### src/rtl/tpc_pkg.sv
// Constants shared by the capture/compare timer and its self-checking bench.
// Assumes a 32-bit AXI4-Lite register port with byte addresses.
package tpc_pkg;

  // ----------------------------------------------------------------
  // Sizes
  // ----------------------------------------------------------------
  localparam int          NUM_CH     = 4;
  localparam int          CNT_W      = 16;
  localparam int          ADDR_W     = 8;
  localparam int          DATA_W     = 32;

  // ----------------------------------------------------------------
  // Register byte offsets
  // ----------------------------------------------------------------
  localparam logic [7:0]  OFS_CTRL   = 8'h00;
  localparam logic [7:0]  OFS_OPT    = 8'h04;
  localparam logic [7:0]  OFS_CNT    = 8'h08;
  localparam logic [7:0]  OFS_EDGE   = 8'h0C;
  localparam logic [7:0]  OFS_MATCH0 = 8'h10;
  localparam logic [7:0]  OFS_MATCH1 = 8'h14;
  localparam logic [7:0]  OFS_MATCH2 = 8'h18;
  localparam logic [7:0]  OFS_MATCH3 = 8'h1C;

  // ----------------------------------------------------------------
  // Field positions and codes
  // ----------------------------------------------------------------
  localparam int          CTRL_MODE_LSB = 0;
  localparam int          CTRL_CE_BIT   = 7;
  localparam int          OPT_CAP_LSB   = 0;
  localparam int          OPT_WRAP_BIT  = 8;
  localparam int          OPT_PEND_BIT  = 9;
  localparam logic [2:0]  MODE_PWM      = 3'h4;
  localparam logic [2:0]  MODE_FREE     = 3'h5;
  localparam logic [15:0] CNT_MAX       = 16'hFFFF;
  localparam logic [15:0] CNT_ZERO      = 16'h0000;
  localparam logic [1:0]  RESP_OKAY     = 2'h0;
  localparam logic [1:0]  RESP_SLVERR   = 2'h2;

endpackage

### src/rtl/tpc_capture_edge.sv
// Capture pin synchroniser and per-channel edge detector.
// Assumes pins are asynchronous to aclk; edge select is two bits per channel.
module tpc_capture_edge #(
  parameter int N = 4
) (
  input  wire logic           aclk,
  input  wire logic           aresetn,
  input  wire logic [N-1:0]   pin_in,
  input  wire logic [2*N-1:0] edge_sel,
  output logic      [N-1:0]   edge_pulse
);

  typedef struct packed {
    logic [N-1:0] meta;
    logic [N-1:0] sync;
    logic [N-1:0] last;
  } tpc_edge_s;

  tpc_edge_s st;
  tpc_edge_s next_st;

  always_comb begin
    next_st      = st;
    next_st.meta = pin_in;
    next_st.sync = st.meta;
    next_st.last = st.sync;
  end

  always_ff @(posedge aclk) begin
    if (!aresetn) begin
      st <= '0;
    end else begin
      st <= next_st;
    end
  end

  // Bit 0 of a pair picks rising edges, bit 1 falling edges
  always_comb begin
    for (int i = 0; i < N; i++) begin
      edge_pulse[i] = (edge_sel[2*i]   &  st.sync[i] & ~st.last[i]) |
                      (edge_sel[2*i+1] & ~st.sync[i] &  st.last[i]);
    end
  end

endmodule

### src/rtl/tpc_timer.sv
// 16-bit capture/compare timer with PWM and free-running modes, AXI4-Lite slave.
// Assumes one 200 MHz clock; capture pins are asynchronous and synchronised here.
//
// Overview of operation
// - PWM: buffers load at start; later updates only after channel 1 match register was written.
// - After that write, all buffers load when counter clears; compares use buffers.
// - Width zero keeps that PWM output inactive: 0% duty.
// - Width equal period plus one keeps output active; impossible with period FFFF.
// - PWM: channel k event when counter equals its buffered width.
// - Mode 101 selects free-running; counting begins when count enable is set.
// - Free-running: capture select bit makes each channel capture or compare.
// - Free-running compare: count enable inverts all four outputs at once.
// - Free-running compare match raises channel event and toggles its output.
// - Free-running: after FFFF, wrap event, counter to zero, wrap flag set.
// - Wrap flag stays set until software clears it; hardware never clears it.
// - Free-running compare registers are unbuffered and used at the next compare.
// - Capture edge latches the counter into the channel register with an event.
// - Mode 100 selects PWM; waveforms on outputs 1 to 3 once enabled.
// - PWM period is channel 0 value plus one counts; width is channel value.
// - PWM: channel 0 event on the count after period match, counter cleared.
module tpc_timer #(
  parameter int COUNT_DIV = 1
) (
  input  wire logic                        aclk,
  input  wire logic                        aresetn,
  input  wire logic [tpc_pkg::ADDR_W-1:0]  awaddr,
  input  wire logic                        awvalid,
  output logic                             awready,
  input  wire logic [tpc_pkg::DATA_W-1:0]  wdata,
  input  wire logic [3:0]                  wstrb,
  input  wire logic                        wvalid,
  output logic                             wready,
  output logic [1:0]                       bresp,
  output logic                             bvalid,
  input  wire logic                        bready,
  input  wire logic [tpc_pkg::ADDR_W-1:0]  araddr,
  input  wire logic                        arvalid,
  output logic                             arready,
  output logic [tpc_pkg::DATA_W-1:0]       rdata,
  output logic [1:0]                       rresp,
  output logic                             rvalid,
  input  wire logic                        rready,
  input  wire logic [tpc_pkg::NUM_CH-1:0]  capture_in_pin,
  output logic [tpc_pkg::NUM_CH-1:0]       chan_out_pin,
  output logic [tpc_pkg::NUM_CH-1:0]       chan_event_irq,
  output logic                             wrap_irq
);

  localparam int DIV_W = (COUNT_DIV > 1) ? $clog2(COUNT_DIV) : 1;
  localparam logic [DIV_W-1:0] DIV_LAST = DIV_W'(COUNT_DIV - 1);

  typedef struct packed {
    logic [3:0][15:0]                match;
    logic [3:0][15:0]                shadow_match_buf;
    logic [15:0]                     cnt;
    logic [DIV_W-1:0]                div;
    logic                            count_enable_bit;
    logic [2:0]                      op_mode_field;
    logic [3:0]                      cap_select;
    logic [7:0]                      edge_sel;
    logic                            wrap_flag;
    logic                            xfer_pend;
    logic                            running;
    logic [3:0]                      pins;
    logic [3:0]                      ch_irq;
    logic                            wrap_irq;
    logic                            aw_have;
    logic [tpc_pkg::ADDR_W-1:0]      aw_addr;
    logic                            w_have;
    logic [31:0]                     w_data;
    logic [3:0]                      w_strb;
    logic                            awready;
    logic                            wready;
    logic                            bvalid;
    logic [1:0]                      bresp;
    logic                            arready;
    logic                            rvalid;
    logic [31:0]                     rdata;
    logic [1:0]                      rresp;
  } tpc_state_s;

  tpc_state_s st;
  tpc_state_s next_st;

  logic [3:0]  cap_edge;
  logic        pwm;
  logic        frm;
  logic        start;
  logic        tick;
  logic        do_write;
  logic        opt_write;
  logic [7:0]  wr_addr;

  // ----------------------------------------------------------------
  // Helpers
  // ----------------------------------------------------------------
  function automatic logic [7:0] word_addr(input logic [7:0] a);
    return {a[7:2], 2'h0};
  endfunction

  function automatic logic [31:0] merge(input logic [31:0] old_v, input logic [31:0] new_v,
                                        input logic [3:0] strb);
    logic [31:0] r;
    r = old_v;
    for (int b = 0; b < 4; b++) begin
      if (strb[b]) begin
        r[8*b +: 8] = new_v[8*b +: 8];
      end
    end
    return r;
  endfunction

  tpc_capture_edge #(
    .N          (tpc_pkg::NUM_CH)
  ) tpc_capture_edge_i (
    .aclk       (aclk),
    .aresetn    (aresetn),
    .pin_in     (capture_in_pin),
    .edge_sel   (st.edge_sel),
    .edge_pulse (cap_edge)
  );

  assign pwm       = (st.op_mode_field == tpc_pkg::MODE_PWM);
  assign frm       = (st.op_mode_field == tpc_pkg::MODE_FREE);
  assign start     = st.count_enable_bit && !st.running && (pwm || frm);
  assign tick      = st.count_enable_bit && st.running && (st.div == '0);
  assign do_write  = st.aw_have && st.w_have && !st.bvalid;
  assign wr_addr   = word_addr(st.aw_addr);
  assign opt_write = do_write && (wr_addr == tpc_pkg::OFS_OPT);

  // ----------------------------------------------------------------
  // Next state
  // ----------------------------------------------------------------
  always_comb begin
    logic [31:0] cur;
    logic [15:0] nc;
    logic [7:0]  rd_addr;
    cur     = '0;
    nc      = st.cnt;
    rd_addr = word_addr(araddr);
    next_st = st;
    next_st.ch_irq   = '0;
    next_st.wrap_irq = 1'b0;

    // Write address and data may arrive in either order
    if (awvalid && st.awready) begin
      next_st.aw_have = 1'b1;
      next_st.aw_addr = awaddr;
    end
    if (wvalid && st.wready) begin
      next_st.w_have = 1'b1;
      next_st.w_data = wdata;
      next_st.w_strb = wstrb;
    end
    next_st.bvalid = st.bvalid && !bready;

    // Counter and waveform engine
    if (!st.count_enable_bit) begin
      next_st.cnt     = tpc_pkg::CNT_ZERO;
      next_st.div     = '0;
      next_st.running = 1'b0;
    end else if (start) begin
      next_st.running = 1'b1;
      next_st.cnt     = tpc_pkg::CNT_ZERO;
      if (pwm) begin
        next_st.shadow_match_buf = st.match;
        next_st.xfer_pend        = 1'b0;
        next_st.pins[0]          = 1'b1;
        for (int k = 1; k < 4; k++) begin
          next_st.pins[k] = (tpc_pkg::CNT_ZERO < st.match[k]);
        end
      end else begin
        next_st.pins = ~st.pins;
      end
    end else if (st.running) begin
      next_st.div = (st.div == DIV_LAST) ? '0 : st.div + 1'b1;
    end

    if (tick && pwm) begin
      if (st.cnt == st.shadow_match_buf[0]) begin
        nc                = tpc_pkg::CNT_ZERO;
        next_st.ch_irq[0] = 1'b1;
        next_st.pins[0]   = ~st.pins[0];
        if (st.xfer_pend) begin
          next_st.shadow_match_buf = st.match;
          next_st.xfer_pend        = 1'b0;
        end
      end else begin
        nc = st.cnt + 1'b1;
      end
      next_st.cnt = nc;
      for (int k = 1; k < 4; k++) begin
        next_st.ch_irq[k] = (nc == next_st.shadow_match_buf[k]);
        // Active from clear until the width match; zero never active
        next_st.pins[k]   = (nc < next_st.shadow_match_buf[k]);
      end
    end

    // Register writes land before the free-running compare so a new value is used at once
    if (do_write) begin
      next_st.aw_have = 1'b0;
      next_st.w_have  = 1'b0;
      next_st.bvalid  = 1'b1;
      next_st.bresp   = tpc_pkg::RESP_OKAY;
      unique case (wr_addr)
        tpc_pkg::OFS_CTRL: begin
          cur = merge({24'h0, st.count_enable_bit, 4'h0, st.op_mode_field}, st.w_data, st.w_strb);
          next_st.count_enable_bit = cur[tpc_pkg::CTRL_CE_BIT];
          next_st.op_mode_field    = cur[tpc_pkg::CTRL_MODE_LSB +: 3];
        end
        tpc_pkg::OFS_OPT: begin
          cur = merge({23'h0, st.wrap_flag, 4'h0, st.cap_select}, st.w_data, st.w_strb);
          next_st.cap_select = cur[tpc_pkg::OPT_CAP_LSB +: 4];
          // Writing 0 clears the flag, writing 1 leaves it alone
          next_st.wrap_flag  = st.wrap_flag && cur[tpc_pkg::OPT_WRAP_BIT];
        end
        tpc_pkg::OFS_EDGE: begin
          cur = merge({24'h0, st.edge_sel}, st.w_data, st.w_strb);
          next_st.edge_sel = cur[7:0];
        end
        tpc_pkg::OFS_MATCH0, tpc_pkg::OFS_MATCH1, tpc_pkg::OFS_MATCH2, tpc_pkg::OFS_MATCH3: begin
          cur = merge({16'h0, st.match[wr_addr[3:2]]}, st.w_data, st.w_strb);
          next_st.match[wr_addr[3:2]] = cur[15:0];
          next_st.xfer_pend = next_st.xfer_pend || (wr_addr == tpc_pkg::OFS_MATCH1);
        end
        tpc_pkg::OFS_CNT: next_st.bresp = tpc_pkg::RESP_OKAY;
        default:          next_st.bresp = tpc_pkg::RESP_SLVERR;
      endcase
    end

    if (tick && frm) begin
      nc = st.cnt + 1'b1;
      next_st.cnt = nc;
      if (st.cnt == tpc_pkg::CNT_MAX) begin
        next_st.wrap_irq  = 1'b1;
        next_st.wrap_flag = 1'b1;
      end
      for (int m = 0; m < 4; m++) begin
        if (!st.cap_select[m] && nc == next_st.match[m]) begin
          next_st.ch_irq[m] = 1'b1;
          next_st.pins[m]   = ~st.pins[m];
        end
      end
    end
    // Capture last so a hardware capture beats a same-cycle register write
    if (frm && st.running) begin
      for (int m = 0; m < 4; m++) begin
        if (st.cap_select[m] && cap_edge[m]) begin
          next_st.match[m]  = st.cnt;
          next_st.ch_irq[m] = 1'b1;
        end
      end
    end
    // Read channel
    next_st.rvalid = st.rvalid && !rready;
    if (arvalid && st.arready) begin
      next_st.rvalid = 1'b1;
      next_st.rresp  = tpc_pkg::RESP_OKAY;
      unique case (rd_addr)
        tpc_pkg::OFS_CTRL:   next_st.rdata = {24'h0, st.count_enable_bit, 4'h0, st.op_mode_field};
        tpc_pkg::OFS_OPT:    next_st.rdata = {22'h0, st.xfer_pend, st.wrap_flag, 4'h0, st.cap_select};
        tpc_pkg::OFS_CNT:    next_st.rdata = {16'h0, st.cnt};
        tpc_pkg::OFS_EDGE:   next_st.rdata = {24'h0, st.edge_sel};
        tpc_pkg::OFS_MATCH0, tpc_pkg::OFS_MATCH1, tpc_pkg::OFS_MATCH2, tpc_pkg::OFS_MATCH3: begin
          next_st.rdata = {16'h0, st.match[rd_addr[3:2]]};
        end
        default: begin
          next_st.rdata = '0;
          next_st.rresp = tpc_pkg::RESP_SLVERR;
        end
      endcase
    end

    next_st.awready = !next_st.aw_have && !next_st.bvalid;
    next_st.wready  = !next_st.w_have && !next_st.bvalid;
    next_st.arready = !next_st.rvalid;
  end

  always_ff @(posedge aclk) begin
    if (!aresetn) begin
      st <= '0;
    end else begin
      st <= next_st;
    end
  end

  assign awready        = st.awready;
  assign wready         = st.wready;
  assign bvalid         = st.bvalid;
  assign bresp          = st.bresp;
  assign arready        = st.arready;
  assign rvalid         = st.rvalid;
  assign rdata          = st.rdata;
  assign rresp          = st.rresp;
  assign chan_out_pin   = st.pins;
  assign chan_event_irq = st.ch_irq;
  assign wrap_irq       = st.wrap_irq;
endmodule

### config.mk
export PLATFORM = sky130hd
export DESIGN_NAME = tpc_timer
export DESIGN_NICKNAME = d
export VERILOG_FILES = /design/src/rtl/tpc_pkg.sv /design/src/rtl/tpc_capture_edge.sv /design/src/rtl/tpc_timer.sv
export SDC_FILE = /design/constraint.sdc
export NUM_CORES = 1
export LEC_CHECK = 0
export BUFFER_PORTS_ARGS = -buffer_cell sky130_fd_sc_hd__clkbuf_2
export CORE_MARGIN = 3
export CORE_UTILIZATION = 58
export CTS_BUF_LIST = sky130_fd_sc_hd__clkbuf_8 sky130_fd_sc_hd__clkbuf_16
export DETAILED_ROUTE_END_ITERATION = 12
export PLACE_DENSITY_LB_ADDON = 0.12
export SLEW_MARGIN = 25
export SYNTH_ARGS = -nofsm -noshare
export SYNTH_HDL_FRONTEND = slang
export SYNTH_SLANG_ARGS = --single-unit
### constraint.sdc
create_clock -name aclk -period 7.4 [get_ports aclk]
set_input_delay 2.22 -clock aclk [delete_from_list [all_inputs] [get_ports aclk]]
set_output_delay 2.22 -clock aclk [all_outputs]
set_load 0.01 [all_outputs]
==> results of run 1 <==
==> layer usage <==
metal | vias to the layer above | wire [µm] | GRT usage, %
li1 | 5862 | - | -
met1 | 6128 | 20200 | 50.8
met2 | 694 | 21000 | 55.1
met3 | 160 | 4770 | 6.12
met4 | 0 | 3010 | 18.7
met5 | - | 0 | 0
==> power by group <==
group,switching [µW],total (µW),internal [µW]
Combinational,71.0,103,32.2
Sequential,18.8,1290,1270
Clock,559,1560,1000
Total,649,2950,2300
==> cell families after synthesis <==
kind of cell    after synthesis
simple gates                603
compound gates              342
flops                       233
buf+inv                     196
mux                         187
xor+xnor                     81
fa+ha+maj                    49
other cells                   1
==> path summary, 6_finish.rpt <==
check / end / startpoint / slack [ns]
min reg2reg: tpc_capture_edge_i.next_st[0] / tpc_capture_edge_i.next_st[4] / 0.43
min: tpc_capture_edge_i.next_st[0] / tpc_capture_edge_i.next_st[4] / 0.43
max: chan_out_pin[2] / st[116] / 2.70
max reg2reg: chan_out_pin[2] / st[116] / 2.70
==> layout make-up <==
class,instances,area (µm²)
fillers,2147,8350
clock buffers,33,758
inverters,26,103
repair buffers,95,533
clock inverters,15,282
flip-flops and latches,233,4660
multi-input cells,1280,8590
well taps,319,399
==> through the flow <==
step	cell area [µm²]	cells	setup WS, ns	util [%]
4_1_cts	15300	2001	2.91	64.7
5_1_grt	15300	2001	2.61	64.7
3_3_place_gp	14300	1953	2.89	60.3
2_1_floorplan	14200	1709	3.27	-
6_report	15300	2001	2.70	64.7
3_5_place_dp	14300	1953	2.85	60.3
==> layout by cell type, fill, tap and decap left out, types with 16 or more instances in the layout <==
| cell | instances |
|---|---|
| dfxtp_1 | 233 |
| buf_4 | 23 |
| ha_1 | 49 |
| nand4_1 | 29 |
| a211oi_1 | 18 |
| nand2_1 | 224 |
| nand3_1 | 26 |
| clkbuf_2 | 72 |
| o21ai_0 | 29 |
| xnor2_1 | 60 |
| clkbuf_16 | 27 |
| mux4_2 | 32 |
| and2_1 | 27 |
| inv_1 | 28 |
| nor2_1 | 199 |
| a22oi_1 | 17 |
| a31oi_1 | 16 |
| conb_1 | 18 |
| nor4_1 | 29 |
| mux2i_1 | 115 |
| a21oi_1 | 196 |
| mux2_2 | 40 |
| xor2_1 | 17 |
==> worst max-delay path: cells and delay by family (launching register included) <==
kind            cells  cell delay, ns
fa+ha+maj           2            0.71
flops               1            0.74
compound gates      2            0.58
simple gates        8            2.54
==> registers in the layout, indices dropped and copies added (netlist names) <==
signal	count
rresp	1
wrap_irq	1
tpc_capture_edge_i.st	4
awready	1
chan_event_irq	4
st	189
chan_out_pin	4
wready	1
arready	1
tpc_capture_edge_i.next_st	8
rvalid	1
bvalid	1
rdata	16
bresp	1
==> impl_metrics.env, run 1 <==
export IMPL_run_status="completed"
export IMPL_cts_setup_buffers=0
export IMPL_die_w_um=162
export IMPL_dieArea_um2=26200
export IMPL_timing_hold_ws_ns=0.429
export IMPL_synth_top_cell_area_share_pct=33.1
export IMPL_synth_cell_types=64
export IMPL_grt_start_max_net_pins=79
export IMPL_io_pins=113
export IMPL_totalWireLength_um=48900
export IMPL_fmax_ghz=0.213
export IMPL_synth_seq_cells=233
export IMPL_synth_compound_area_share_pct=14.4
export IMPL_die_h_um=162
export IMPL_cpMostUsedCell="nor2_1"
export IMPL_vias_per_cell=6.42
export IMPL_p_leak_uw=0.00587
export IMPL_clk_pin_slew_ns=0.06
export IMPL_synthCells=1692
export IMPL_slew_headroom_pct=34.9
export IMPL_track_usage_pct=36.6
export IMPL_finalPower_uw=2950
export IMPL_syn_avg_cell_area_um2=8.33
export IMPL_setup_viol=0
export IMPL_yosys_area_share_simple_pct=19.6
export IMPL_worstPathRequired_ns=7.83
export IMPL_setup_tns_final_ns=0
export IMPL_hold_depth=1
export IMPL_synth_area_leaders="dfxtp_1 (33%), mux2i_1 (8.2%), a21oi_1 (7.0%), nand2_1 (6.0%), nor2_1 (5.3%)"
export IMPL_clk_latency_ns=0.54
export IMPL_r2r_cells=12
export IMPL_worst_slew_pin_slew_ns=0.977
export IMPL_area_delta_synth_final_pct=8.74
export IMPL_drc=0
export IMPL_grt_pass1_vias=11897
export IMPL_maxCapViolations=0
export IMPL_h_tree_depth=1
export IMPL_dp_hpwl_um=35600
export IMPL_vias=12844
export IMPL_synth_edf_count=0
export IMPL_clock_skew_ns=0.0131
export IMPL_crit_slowest_cell="nor4_1"
export IMPL_yosysSeqAreaShare_pct=33.1
export IMPL_synth_most_common_cell="dfxtp_1"
export IMPL_cts_sinks=233
export IMPL_end_kind="register"
export IMPL_post_drt_wl_per_cell_um=24.4
export IMPL_synth_area_mux_share_pct=16.5
export IMPL_drive_gt1_share_pct=13.7
export IMPL_min_period_over_period_pct=63.5
export IMPL_core_area_um2=23700
export IMPL_slowest_delay_ns=0.80
export IMPL_cts_resized=0
export IMPL_synthFlopType="dfxtp_1"
export IMPL_cp_max_fo=12
export IMPL_drtIter0Drc=1466
export IMPL_ir_drop_uv=226
export IMPL_clockBufferDepth=3
export IMPL_crit_path_start_kind="register"
export IMPL_syn_area_um2=14100
export IMPL_crit_chain="ha_1 > nand3_1 > nor4_1 > nor2_1 > nor2_1 > ha_1 > nand4_1 > nor2_1 > nand2_1 > a211oi_1 > nor2_1 > o311a_1"
export IMPL_grt_pass1_wl_um=73200
export IMPL_hold_violations=0
export IMPL_initial_core_util_pct=59.5
export IMPL_hold_buffers=0
export IMPL_synth_common_cells="dfxtp_1 (233), nand2_1 (224), nor2_1 (199)"
export IMPL_cp_data_arrival_time_ns=5.12
export IMPL_diodes=0
export IMPL_critPathKind="reg2reg"
export IMPL_synth_fa_ha_area_share_pct=4.35
export IMPL_synth_top_family_by_area="simple AND/OR/NAND/NOR gates"
export IMPL_yosys_area_top_type="dfxtp_1"
export IMPL_power_density_nw_per_um2=192
export IMPL_layout_min_cycle_time_ns=4.70
export IMPL_grt_setup_unrepaired="false"
export IMPL_cts_tree="built"
export IMPL_ys_warn_count=0
export IMPL_ys_async_sr_fraction_pct=0
export IMPL_rows=56
export IMPL_drt_pass1_iter_count=5
export IMPL_numCtsBuffers=27
export IMPL_root_buffer="clkbuf_16"
export IMPL_synthXorXnorAreaFrac_pct=5.42
export IMPL_detail_route_antenna_nets=0
export IMPL_antenna_found_initial=0
export IMPL_place_congestion=1.03
export IMPL_port_buffers=72
export IMPL_overflow=0
export IMPL_final_max_slew_viol_count=0
export IMPL_nNetsFinal=1775
export IMPL_min_path_type="reg2reg"
Note: power is estimated with default switching activity, not from simulation.
==> run 2, diff against run 1 <==
CORE_UTILIZATION = 55   (was 58)
clock period = 4.2 ns   (was 7.4 ns; I/O delays follow)
==> run 2 against run 1 <==
Clock power rose by 69%. Critical path depth fell by 2. Sequential share of layout area down 0.86 points. Hold slack improved by 0.0037 ns. Fmax is 23% higher. Die area increased by 5.2%. Clock skew grew 0.0092 ns. Worst setup slack worse by 2.3 ns. Core utilization decreased by 0.98 points. Critical path type unchanged. Largest power group unchanged.
==> impl_metrics.env, run 2 (synthesis gave the netlist of run 1 again) <==
export IMPL_area_delta_synth_final_pct=11.9
export IMPL_port_buffers=72
export IMPL_place_congestion=1.05
export IMPL_r2r_start="st[80]"
export IMPL_clk_pin_slew_ns=0.06
export IMPL_postLayoutCoreUtil_pct=63.8
export IMPL_end_kind="register"
export IMPL_worst_slew_pin_slew_ns=0.994
export IMPL_critPathKind="reg2reg"
export IMPL_cp_data_arrival_time_ns=4.27
export IMPL_fmax_ghz=0.261
export IMPL_final_cell_area_um2=15800
export IMPL_initial_core_util_pct=57.0
export IMPL_place_area_um2=14800
export IMPL_cts_tree="built"
export IMPL_antenna_found_initial=0
export IMPL_totalWireLength_um=51100
export IMPL_drive_gt1_share_pct=16.9
export IMPL_crit_slowest_cell="and3_1"
export IMPL_crit_chain="nor2b_1 > and3_1 > buf_4 > mux2i_1 > xnor2_1 > nand3_1 > nor4_1 > buf_4 > nand2_1 > o311a_1"
export IMPL_layout_commonest_cell="dfxtp_1"
export IMPL_dp_hpwl_um=37900
export IMPL_die_w_um=166
export IMPL_run_status="completed"
export IMPL_io_pins=113
export IMPL_rows=57
export IMPL_cts_sinks=233
export IMPL_slew_headroom_pct=33.6
export IMPL_dieArea_um2=27600
export IMPL_layout_min_cycle_time_ns=3.83
export IMPL_drt_pass1_iter_count=6
export IMPL_place_ws_ns=0.417
export IMPL_p_leak_uw=0.00617
export IMPL_min_period_over_period_pct=91.2
export IMPL_overflow=0
export IMPL_grt_setup_unrepaired="false"
export IMPL_cts_setup_buffers=0
export IMPL_min_path_type="reg2reg"
export IMPL_setup_tns_final_ns=0
export IMPL_core_area_um2=24700
export IMPL_grt_start_max_net_pins=72
export IMPL_hold_buffers=0
export IMPL_hold_depth=1
export IMPL_largest_reg_flops=189
export IMPL_cp_max_fo=22
export IMPL_setup_viol=0
export IMPL_worstPathRequired_ns=4.64
export IMPL_drc=0
export IMPL_r2r_cells=10
export IMPL_hp_start="tpc_capture_edge_i.next_st[7]"
export IMPL_post_drt_wl_per_cell_um=24.7
export IMPL_drtIter0Drc=1499
export IMPL_clock_skew_ns=0.0223
export IMPL_crit_path_start_kind="register"
export IMPL_clockBufferDepth=3
export IMPL_cts_resized=0
export IMPL_final_cell_mix="dfxtp_1 (232), nand2_1 (224), nor2_1 (199)"
export IMPL_numCtsBuffers=27
export IMPL_ir_drop_uv=449
export IMPL_cpMostUsedCell="buf_4"
export IMPL_finalWorstSetupSlack_ns=0.372
export IMPL_grt_pass1_wl_um=76200
export IMPL_hold_violations=0
export IMPL_maxCapViolations=0
export IMPL_clk_latency_ns=0.56
export IMPL_die_h_um=166
export IMPL_critPathLaunch="st[80]"
export IMPL_track_usage_pct=35.7
export IMPL_vias=13177
export IMPL_max_flop_register="st"
export IMPL_nNetsFinal=1835
export IMPL_h_tree_depth=1
export IMPL_root_buffer="clkbuf_16"
export IMPL_timing_hold_ws_ns=0.433
export IMPL_slowest_delay_ns=0.70
export IMPL_vias_per_cell=6.37
export IMPL_detail_route_antenna_nets=0
export IMPL_final_max_slew_viol_count=0
export IMPL_grt_pass1_vias=12109
export IMPL_power_density_nw_per_um2=323
## run 2: cell count changes in the layout (fill, tap and decap cells not counted), sizes merged
cell,before,now
buf,23,83
clkbuf,105,100
inv,29,31
diode,0,1
clkinv,3,10
clkinvlp,1,0
bufinv,8,7
## run 2: area by class of cell
cell class,count,area (µm²)
Clock buffer,28,689
Multi-Input combinational cell,1280,8590
Timing Repair Buffer,155,1020
Inverter,26,103
Tap cell,324,405
Sequential cell,233,4670
Antenna cell,1,2.50
Clock inverter,22,300
Fill cell,2186,8970
## run 2: where the power goes
group          internal [µW]  switching [µW]  leakage (µW)  total, µW
Clock                   1630            1010      0.000504       2640
Sequential              2230            36.4       0.00188       2270
Combinational           62.7             126       0.00379        188
Total                   3920            1180       0.00617       5100
## run 2: per-layer routing
metal,part of all wire (%),vias to the layer above,GRT usage [%]
met5,0,-,0
met4,5.7,0,16.7
met3,9.5,144,4.83
met2,43,733,53.7
met1,42,6333,50.9
li1,-,5967,-
## run 2: path summary, 6_finish.rpt
check / endpoint / slack [ns]
min reg2reg: tpc_capture_edge_i.next_st[3] / 0.43
max reg2reg: chan_out_pin[2] / 0.37
min: tpc_capture_edge_i.next_st[3] / 0.43
max: chan_out_pin[2] / 0.37
## run 2: through the flow
step	instances	power (µW)
finish	2069	5100
global route	2068	5230
global placement	2018	2500
detailed placement	2018	2500
CTS	2068	5110
floorplan	1709	2430
## run 2: worst max-delay path, delay by kind of cell, from the launching register on
family | cells | cell delay, ns
AO/OA/AOI/OAI | 1 | 0.12
XOR/XNOR | 1 | 0.19
buffers and inverters | 2 | 0.47
flip-flops | 1 | 0.57
multiplexers | 1 | 0.39
AND/OR/NAND/NOR | 5 | 1.97
